===== src/hw/dac_ctrl_regs.svh =====
`ifndef DAC_CTRL_REGS_SVH
`define DAC_CTRL_REGS_SVH
// Operation
// RL1: A command word is sixteen bits: command, ten-bit code, two ignored pads.
// RL2: While strobe is low, data is sampled on each rising shift clock edge.
// RL3: Host sends command then code, each MSB first, pads last.
// RL4: Rising strobe executes the command held in the shift register.
// RL5: While strobe is high, shift clock edges are ignored.
// RL6: Host holds shift clock low when lowering the strobe.
// RL7: Each channel has a ten-bit input register and ten-bit output register.
// RL8: Inputs load singly or together; outputs always update together.
// RL9: One command may load, transfer and wake in a single strobe.
// RL10: Reset clears both output registers to code zero.
// RL11: Code 1110 sleeps; registers keep contents, analog disable asserted.
// RL12: The sleep command ignores its conversion code.
// RL13: While asleep, reference and outputs are high impedance.
// RL14: On waking, outputs not updated keep their pre-sleep value.
// RL15: 0001 and 0010 load without waking; 1000 wakes and transfers.
// RL16: Conversion code is unsigned k, output is k/1024 of reference.
// RL17: 0000 does nothing; 0001/0010 load input A/B only.
// RL18: 1000 transfers and wakes; 1101 only wakes; 1110 only sleeps.
// RL19: 1001/1010 load A/B, transfer both, and wake.
// RL20: 1111 loads both inputs with one code, transfers, wakes.
// RL21: Reserved codes do nothing.
// RL22: Extra bits shifted in: the last sixteen are used.

// Word layout
`define WORD_W 16
`define CMD_HI 15
`define CMD_LO 12
`define CODE_HI 11
`define CODE_LO 2
// Command codes
`define CMD_NOP 4'h0
`define CMD_LOAD_A 4'h1
`define CMD_LOAD_B 4'h2
`define CMD_UPDATE 4'h8
`define CMD_LOAD_A_UPD 4'h9
`define CMD_LOAD_B_UPD 4'ha
`define CMD_WAKE 4'hd
`define CMD_SLEEP 4'he
`define CMD_LOAD_ALL 4'hf
// Reset values
`define CODE_RESET 10'h000
// Avalon register byte offsets
`define OFS_CTRL 5'h00
`define OFS_STATUS 5'h04
`define OFS_IN_A 5'h08
`define OFS_IN_B 5'h0c
`define OFS_OUT_A 5'h10
`define OFS_OUT_B 5'h14
`define OFS_COUNT 5'h18
`define UNMAPPED_DATA 32'hdeadbeef
`endif


===== src/hw/dac_ctrl_pkg.sv =====
package dac_ctrl_pkg;
    typedef logic [9:0] code_t;
    typedef logic [3:0] cmd_t;
    typedef enum logic [1:0] {
        ST_IDLE = 2'b00,
        ST_SHIFT = 2'b01
    } link_state_t;
endpackage : dac_ctrl_pkg


===== src/hw/dac_chan_regs.sv =====
`timescale 1ns/1ps
`include "dac_ctrl_regs.svh"
module dac_chan_regs
    import dac_ctrl_pkg::*;
(
    input wire logic clk_i,
    input wire logic reset_i,
    input wire logic exec_i,
    input wire logic [3:0] cmd_i,
    input wire logic [9:0] code_i,
    output code_t in_a_o,
    output code_t in_b_o,
    output code_t out_a_o,
    output code_t out_b_o,
    output logic sleep_o
);
    code_t in_a_ff, in_b_ff, out_a_ff, out_b_ff;
    logic sleep_ff;
    code_t nxt_in_a, nxt_in_b;
    logic load_a, load_b, update, wake, go_sleep;

    // Command decode; reserved codes fall through as no-operation
    assign load_a = exec_i && (cmd_i == `CMD_LOAD_A || cmd_i == `CMD_LOAD_A_UPD
        || cmd_i == `CMD_LOAD_ALL); // RL17 RL19 RL20
    assign load_b = exec_i && (cmd_i == `CMD_LOAD_B || cmd_i == `CMD_LOAD_B_UPD
        || cmd_i == `CMD_LOAD_ALL); // RL17 RL19 RL20
    assign update = exec_i && (cmd_i == `CMD_UPDATE || cmd_i == `CMD_LOAD_A_UPD
        || cmd_i == `CMD_LOAD_B_UPD || cmd_i == `CMD_LOAD_ALL); // RL18 RL21
    assign wake = update || (exec_i && cmd_i == `CMD_WAKE); // RL9 RL15 RL18
    assign go_sleep = exec_i && cmd_i == `CMD_SLEEP; // RL11 RL12
    assign nxt_in_a = load_a ? code_i : in_a_ff; // RL16
    assign nxt_in_b = load_b ? code_i : in_b_ff;

    // Input and output registers; outputs move only together
    always_ff @(posedge clk_i) begin
        if (reset_i) begin
            in_a_ff <= `CODE_RESET;
            in_b_ff <= `CODE_RESET;
            out_a_ff <= `CODE_RESET; // RL10
            out_b_ff <= `CODE_RESET; // RL10
            sleep_ff <= 1'b0;
        end else begin
            in_a_ff <= nxt_in_a; // RL7
            in_b_ff <= nxt_in_b;
            if (update) begin
                out_a_ff <= nxt_in_a; // RL8
                out_b_ff <= nxt_in_b; // RL8
            end
            if (go_sleep) begin
                sleep_ff <= 1'b1; // RL11
            end else if (wake) begin
                sleep_ff <= 1'b0; // RL14
            end
        end
    end

    assign in_a_o = in_a_ff;
    assign in_b_o = in_b_ff;
    assign out_a_o = out_a_ff;
    assign out_b_o = out_b_ff;
    assign sleep_o = sleep_ff;

    chk_outputs_paired: assert property (@(posedge clk_i) disable iff (reset_i) // RL8
        ($changed(out_a_ff) || $changed(out_b_ff)) |-> $past(update))
        else $error("output register changed without an update command");
    chk_sleep_keeps: assert property (@(posedge clk_i) disable iff (reset_i) // RL11
        $past(go_sleep) |-> sleep_ff && $stable(out_a_ff) && $stable(in_a_ff)
        && $stable(in_b_ff) && $stable(out_b_ff))
        else $error("sleep command altered registers");
    chk_load_no_wake: assert property (@(posedge clk_i) disable iff (reset_i) // RL15
        (exec_i && (cmd_i == `CMD_LOAD_A || cmd_i == `CMD_LOAD_B) && sleep_ff)
        |=> sleep_ff && $stable(out_a_ff))
        else $error("plain load woke the part or moved outputs");
    chk_reserved_nop: assert property (@(posedge clk_i) disable iff (reset_i) // RL21
        (exec_i && !(load_a || load_b || wake || go_sleep)) |=> $stable(in_a_ff)
        && $stable(in_b_ff) && $stable(sleep_ff) && $stable(out_a_ff) && $stable(out_b_ff))
        else $error("reserved command changed state");
    // After any transfer both outputs match their input registers
    chk_update_both: assert property (@(posedge clk_i) disable iff (reset_i) // RL8
        $past(update) |-> out_a_ff == in_a_ff && out_b_ff == in_b_ff)
        else $error("transfer did not move both channels");
    chk_load_all: assert property (@(posedge clk_i) disable iff (reset_i) // RL20
        (exec_i && cmd_i == `CMD_LOAD_ALL) |=> out_a_ff == $past(code_i)
        && out_b_ff == $past(code_i) && !sleep_ff)
        else $error("load all did not update both outputs");
endmodule : dac_chan_regs


===== src/hw/dac_serial_ctrl.sv =====
`timescale 1ns/1ps
`include "dac_ctrl_regs.svh"
module dac_serial_ctrl
    import dac_ctrl_pkg::*;
(
    input wire logic clk_i,
    input wire logic reset_i,
    // Three-wire link, asynchronous to clk_i, sampled on clk_i through synchronisers
    input wire logic select_load_strobe_i,
    input wire logic shift_clk_i,
    input wire logic serial_data_i,
    // Avalon-MM slave
    input wire logic [4:0] avs_address_i,
    input wire logic avs_read_i,
    input wire logic avs_write_i,
    input wire logic [31:0] avs_writedata_i,
    output logic [31:0] avs_readdata_o,
    output logic avs_waitrequest_o,
    // Converter controls
    output logic [9:0] channel_a_output_o,
    output logic [9:0] channel_b_output_o,
    output logic analog_disable_o,
    output logic high_z_o
);
    // Synchronisers
    logic [1:0] cs_sync_ff, sck_sync_ff, din_sync_ff;
    logic cs_d_ff, sck_d_ff;
    logic [15:0] shift_ff;
    logic [15:0] nxt_shift;
    logic [7:0] bit_cnt_ff;
    link_state_t state_ff, nxt_state;
    logic cs_s, sck_s, din_s, sck_rise, cs_rise, cs_fall;
    logic link_exec, sw_exec, exec;
    logic [3:0] exec_cmd;
    logic [9:0] exec_code;
    logic [15:0] sw_word_ff;
    logic sw_go_ff;
    logic [15:0] last_word_ff;
    logic [15:0] word_count_ff;
    code_t in_a, in_b, out_a, out_b;
    logic sleep;
    logic ack_ff;
    logic [31:0] rd_data_ff, nxt_rd;
    logic bus_req;

    // Two-stage synchronisers for all link pins
    always_ff @(posedge clk_i) begin
        if (reset_i) begin
            cs_sync_ff <= 2'h3;
            sck_sync_ff <= 2'h0;
            din_sync_ff <= 2'h0;
        end else begin
            cs_sync_ff <= {cs_sync_ff[0], select_load_strobe_i};
            sck_sync_ff <= {sck_sync_ff[0], shift_clk_i};
            din_sync_ff <= {din_sync_ff[0], serial_data_i};
        end
    end

    assign cs_s = cs_sync_ff[1];
    assign sck_s = sck_sync_ff[1];
    assign din_s = din_sync_ff[1];

    // Edge detection on synchronised levels
    always_ff @(posedge clk_i) begin
        if (reset_i) begin
            cs_d_ff <= 1'b1;
            sck_d_ff <= 1'b0;
        end else begin
            cs_d_ff <= cs_s;
            sck_d_ff <= sck_s;
        end
    end

    assign sck_rise = sck_s && !sck_d_ff;
    assign cs_rise = cs_s && !cs_d_ff;
    assign cs_fall = !cs_s && cs_d_ff;

    // Link state: shifting only while strobe low
    always_comb begin
        nxt_state = state_ff;
        case (state_ff)
            ST_IDLE: begin
                if (cs_fall) begin
                    nxt_state = ST_SHIFT;
                end
            end
            ST_SHIFT: begin
                if (cs_rise) begin
                    nxt_state = ST_IDLE;
                end
            end
            default: begin
                nxt_state = ST_IDLE;
            end
        endcase
    end

    // Shift in MSB first; older bits fall off the top
    assign nxt_shift = (state_ff == ST_SHIFT && !cs_s && sck_rise)
        ? {shift_ff[14:0], din_s} : shift_ff; // RL2 RL3 RL5 RL22
    assign link_exec = state_ff == ST_SHIFT && cs_rise; // RL4

    always_ff @(posedge clk_i) begin
        if (reset_i) begin
            state_ff <= ST_IDLE;
            shift_ff <= 16'h0000;
            bit_cnt_ff <= 8'h00;
        end else begin
            state_ff <= nxt_state;
            shift_ff <= nxt_shift;
            if (cs_fall) begin
                bit_cnt_ff <= 8'h00;
            end else if (nxt_shift != shift_ff || (state_ff == ST_SHIFT && sck_rise)) begin
                bit_cnt_ff <= (bit_cnt_ff == 8'hff) ? bit_cnt_ff : bit_cnt_ff + 8'h01;
            end
        end
    end

    // Software may also issue a word; the link wins when both arrive together
    assign sw_exec = sw_go_ff && !link_exec;
    assign exec = link_exec || sw_exec;
    assign exec_cmd = link_exec ? shift_ff[`CMD_HI:`CMD_LO]
        : sw_word_ff[`CMD_HI:`CMD_LO]; // RL1
    assign exec_code = link_exec ? shift_ff[`CODE_HI:`CODE_LO]
        : sw_word_ff[`CODE_HI:`CODE_LO]; // RL1

    dac_chan_regs u_regs (
        .clk_i(clk_i),
        .reset_i(reset_i),
        .exec_i(exec),
        .cmd_i(exec_cmd),
        .code_i(exec_code),
        .in_a_o(in_a),
        .in_b_o(in_b),
        .out_a_o(out_a),
        .out_b_o(out_b),
        .sleep_o(sleep)
    );

    assign channel_a_output_o = out_a; // RL16
    assign channel_b_output_o = out_b;
    assign analog_disable_o = sleep; // RL11
    assign high_z_o = sleep; // RL13

    // Avalon slave: one wait cycle, then acknowledge
    assign bus_req = avs_read_i || avs_write_i;
    assign avs_waitrequest_o = bus_req && !ack_ff;
    assign avs_readdata_o = rd_data_ff;

    assign nxt_rd = (avs_address_i == `OFS_CTRL) ? {16'h0000, sw_word_ff}
        : (avs_address_i == `OFS_STATUS) ? {23'h0, bit_cnt_ff, sleep}
        : (avs_address_i == `OFS_IN_A) ? {22'h0, in_a}
        : (avs_address_i == `OFS_IN_B) ? {22'h0, in_b}
        : (avs_address_i == `OFS_OUT_A) ? {22'h0, out_a}
        : (avs_address_i == `OFS_OUT_B) ? {22'h0, out_b}
        : (avs_address_i == `OFS_COUNT) ? {last_word_ff, word_count_ff}
        : `UNMAPPED_DATA;

    always_ff @(posedge clk_i) begin
        if (reset_i) begin
            ack_ff <= 1'b0;
            rd_data_ff <= 32'h00000000;
            sw_word_ff <= 16'h0000;
            sw_go_ff <= 1'b0;
        end else begin
            ack_ff <= bus_req && !ack_ff;
            if (avs_read_i && !ack_ff) begin
                rd_data_ff <= nxt_rd;
            end
            if (sw_exec) begin
                sw_go_ff <= 1'b0;
            end
            // A write lands only at the edge that sees waitrequest low
            if (avs_write_i && ack_ff && avs_address_i == `OFS_CTRL) begin
                sw_word_ff <= avs_writedata_i[15:0];
                sw_go_ff <= 1'b1;
            end
        end
    end

    // Log of executed link words
    always_ff @(posedge clk_i) begin
        if (reset_i) begin
            last_word_ff <= 16'h0000;
            word_count_ff <= 16'h0000;
        end else if (link_exec) begin
            last_word_ff <= shift_ff;
            word_count_ff <= word_count_ff + 16'h0001;
        end
    end

    chk_hold_when_high: assert property (@(posedge clk_i) disable iff (reset_i) // RL5
        (cs_s && cs_d_ff) |=> $stable(shift_ff))
        else $error("shift register moved while strobe high");
    chk_shift_on_edge: assert property (@(posedge clk_i) disable iff (reset_i) // RL2
        (state_ff == ST_SHIFT && !cs_s && sck_rise) |=> shift_ff[0] == $past(din_s)
        && shift_ff[15:1] == $past(shift_ff[14:0]))
        else $error("bit not shifted on rising shift clock");
    chk_exec_on_rise: assert property (@(posedge clk_i) disable iff (reset_i) // RL4
        link_exec |=> last_word_ff == $past(shift_ff))
        else $error("word not executed on strobe rise");
    chk_wait_bounded: assert property (@(posedge clk_i) disable iff (reset_i)
        bus_req |-> ##[0:1] !avs_waitrequest_o)
        else $error("bus request not answered in one cycle");
    // A software word runs one cycle after its write, two if the link wins
    chk_ctrl_write_exec: assert property (@(posedge clk_i) disable iff (reset_i)
        (avs_write_i && !avs_waitrequest_o && avs_address_i == `OFS_CTRL)
        |-> ##[1:2] sw_exec)
        else $error("software word not executed after its write");
endmodule : dac_serial_ctrl

===== config.mk =====
export PLATFORM = sky130hd
export DESIGN_NAME = dac_serial_ctrl
export DESIGN_NICKNAME = d
export VERILOG_FILES = /design/src/hw/dac_ctrl_pkg.sv /design/src/hw/dac_chan_regs.sv /design/src/hw/dac_serial_ctrl.sv
export VERILOG_INCLUDE_DIRS = /design/src /design/src/hw
export SDC_FILE = /design/constraint.sdc
export NUM_CORES = 1
export LEC_CHECK = 0
export BUFFER_PORTS_ARGS = -buffer_cell sky130_fd_sc_hd__buf_2
export CAP_MARGIN = 20
export CORE_MARGIN = 4
export CORE_UTILIZATION = 50
export DETAILED_ROUTE_END_ITERATION = 8
export PLACE_DENSITY = 0.71
export SLEW_MARGIN = 30
export SYNTH_ARGS = -nofsm -noshare
export SYNTH_HDL_FRONTEND = slang
export SYNTH_SLANG_ARGS = --single-unit

===== constraint.sdc =====
create_clock -name clk_i -period 1.9 [get_ports clk_i]
set_input_delay 0.19 -clock clk_i [delete_from_list [all_inputs] [get_ports clk_i]]
set_output_delay 0.19 -clock clk_i [all_outputs]
set_load 0.01 [all_outputs]

==> metrics <==
status finished clean; WP data required 2.20 ns; CTS root buf clkbuf_16; global-route wire length before repair 30280 um; reg2reg start cs_sync_ff[1]$_SDFF_PP1_; vias in the first global route 5688; Vias/cell 5.740; drt total wl 18920 um; DR pass1 iterations 7; R2R cell count 6; Tmin final 1.782 ns; Row Count 42; adder and majority gate portion of the synthesized area 0.3693%; Leakage 3.073 nW; clock sinks 156; register bit total from synthesis 156; main combinational cell family by area after synthesis compound AO/OA/AOI/OAI gates; WL per Instance 17.22 um; Post-synth EDFFs 0; Clock Latency Late Sink 0.42 ns; Yosys top cell by area dfxtp_1; CTS tree done; Post-Syn Instances 834; Total GRT Usage 24.30%; synthesized area per cell 8.124 um^2; clock power share 48.0%; Worst Setup SP cs_sync_ff[1]$_SDFF_PP1_; most frequent cells in the layout nand2_1, dfxtp_1, a21oi_1; r2r setup slk 0.12 ns; IO Pins 99; most common cell after layout, fill and taps aside nand2_1; worst-margin pin slew 0.5545 ns; Compound-Gate Fraction of Synth Area 22.09%; fmax 561.2 MHz; Seq/Total Area, Yosys 46.09%; WP data arrival 2.08 ns; chip width 124.4 um; Initial Util 51.16%; sequential share of power 46.1%; DRT antenna net count 0; WS Path Type flop to flop; ant diodes 0; final worst-path cycle share 93.78%; 1st-iter DRT viols 687; synth top area cells dfxtp_1, nand2_1, a21oi_1; Core Util, Final 61.18%; Placed Area 7387 um^2; Worst Setup EP u_regs.out_b_o[8]$_SDFFE_PP0P_; mux cell area share after synthesis 2.604%; routability cong. 0.8735; Yosys warning count 0; P_int 5.665 mW; Final Max Tran Viols 0; max_slew headroom 62.07%; post-synth cell types 54; CP endpoint kind flop; Synth top area share 46.09%; Switching Fraction 22.19%; cell area after synthesis 6775 um^2; clock slew at reported path FFs 0.06 ns; nature of the critical path startpoint flop; Post-synth ARST share 0%; FF-to-FF End u_regs.out_b_o[8]$_SDFFE_PP0P_; hold_ws 0.008945 ns; largest net degree at the start of global routing 45; core area 13240 um^2; Pwr Density 898.6 nW/um^2; Net Switching 1.616 mW; # fillers 1260; DRC 0; Setup Skew 0.008832 ns; Hold Violations, Final 0; number of antenna violations at the first check in global routing 0; VDD IR max 611.0 uV; final instance area 8102 um^2; Congestion Overflow GR 0; Hold/Removal Path Class input port to flop; post-synthesis net count 880; CTS Buf Count 17; setup TNS 0 ns; RSZ-0062 raised after global routing no; Total Die Area 15480 um^2; CTS H-tree depth 4; Final setup viols 0; chip height 124.4 um; port bufs 82; CP Max Fanout 10; layout cells sized above 1 17.44%; dpl hpwl 13220 um; post-synthesis xor/xnor area fraction 2.585%; simple-gate area share of the yosys netlist 21.05%; DR vias 6308; area delta synth->final 19.58%; Most used DFF post-synth dfxtp_1; MaxCap Viol Count 0; Post-layout nets 956; Logic pwr share 5.8%; clock buffer depth 2
per-layer routing:
layer	up-vias	global-route usage [%]	wire, um	share of wire (%)
met5	-	0	0	0
met2	238	36.13	8325	44
met4	0	10.38	544	2.9
met3	44	5.532	1592	8.4
met1	2957	33.87	8462	45
li1	3069	-	-	-
state kept, by name (all words and copies together) (netlist names), 2 cells and up:
| signal | count |
|---|---|
| avs_readdata_o | 32 |
| last_word_ff | 16 |
| shift_ff | 16 |
| sw_word_ff | 16 |
| word_count_ff | 16 |
| u_regs.in_a_o | 10 |
| u_regs.in_b_o | 10 |
| u_regs.out_a_o | 10 |
| u_regs.out_b_o | 10 |
| bit_cnt_ff | 8 |
| cs_sync_ff | 2 |
| din_sync_ff | 2 |
| sck_sync_ff | 2 |
critical path, stage by stage (launching register included):
cell and delay (ns):
dfxtp_1 0.41, nand3b_1 0.23, a2111o_1 0.37, buf_4 0.19, o32a_1 0.20, o211ai_1 0.15, a21oi_1 0.10
cell families after synthesis:
family          after synthesis
mux                          17
fa+ha+maj                     2
simple gates                322
xor+xnor                     20
flops                       156
compound gates              241
buf+inv                      76
synth_stat cells (all sizes together) (3+ instances only):
library cell and count:
clkbuf 37, o21ai 51, nand3 18, dfxtp 156
o32a 20, nand3b 3, mux2 5, nand4 3
nand2b 15, o221ai 7, xnor2 11, mux2i 12
nand2 174, inv 7, nor3 9, o211ai 28
buf 32, xor2 9, o22ai 7, and3 15
nor2 64, or2 5, o211a 3, a31oi 4
nor2b 8, a21oi 104, a22oi 3, a311oi 7
power by group through the flow:
stage	registers [mW]	clock network (mW)	logic (mW)
floorplan	3.45	0	0.224
global placement	3.43	0	0.402
detailed placement	3.43	0	0.405
CTS	3.36	3.54	0.422
global route	3.37	3.70	0.467
finish	3.36	3.50	0.424
metrics by stage:
step	power (mW)	worst slack, ns	cells
finish	7.280	0.1182	1099
global route	7.530	0.001316	1099
CTS	7.318	0.09662	1099
detailed placement	3.836	0.1155	1057
global placement	3.831	0.1563	1057
floorplan	3.674	0.3156	834
timing repair:
action                     4_1_cts  5_1_grt
hold buffers                    10        0
setup endpoints to repair        0        9
buffers inserted                 0        0
hold endpoints to repair        10        0
resized for setup                0        2
final cells by class:
class                           count  area [um^2]  area share (%)
Timing Repair Buffer              126        818.3           10.10
Tap cell                          176        220.2           2.718
Inverter                            7        26.28          0.3243
Multi-Input combinational cell    602         3301           40.74
Clock buffer                       22        474.2           5.853
Clock inverter                     10        137.6           1.699
Sequential cell                   156         3124           38.56
how the worst min path moves through the flow:
stage / cells past startpoint / slack [ns] / start / to
floorplan: 1 / 0.29 / select_load_strobe_i / cs_sync_ff[0]$_SDFF_PP1_
global placement: 2 / 0.37 / select_load_strobe_i / cs_sync_ff[0]$_SDFF_PP1_
detailed placement: 2 / 0.38 / select_load_strobe_i / cs_sync_ff[0]$_SDFF_PP1_
CTS: 3 / 0.004 / avs_writedata_i[6] / sw_word_ff[6]$_SDFFE_PP0P_
global route: 3 / 0.001 / avs_writedata_i[13] / sw_word_ff[13]$_SDFFE_PP0P_
finish: 3 / 0.009 / avs_writedata_i[13] / sw_word_ff[13]$_SDFFE_PP0P_
Note: power is estimated with default switching activity, not from simulation.
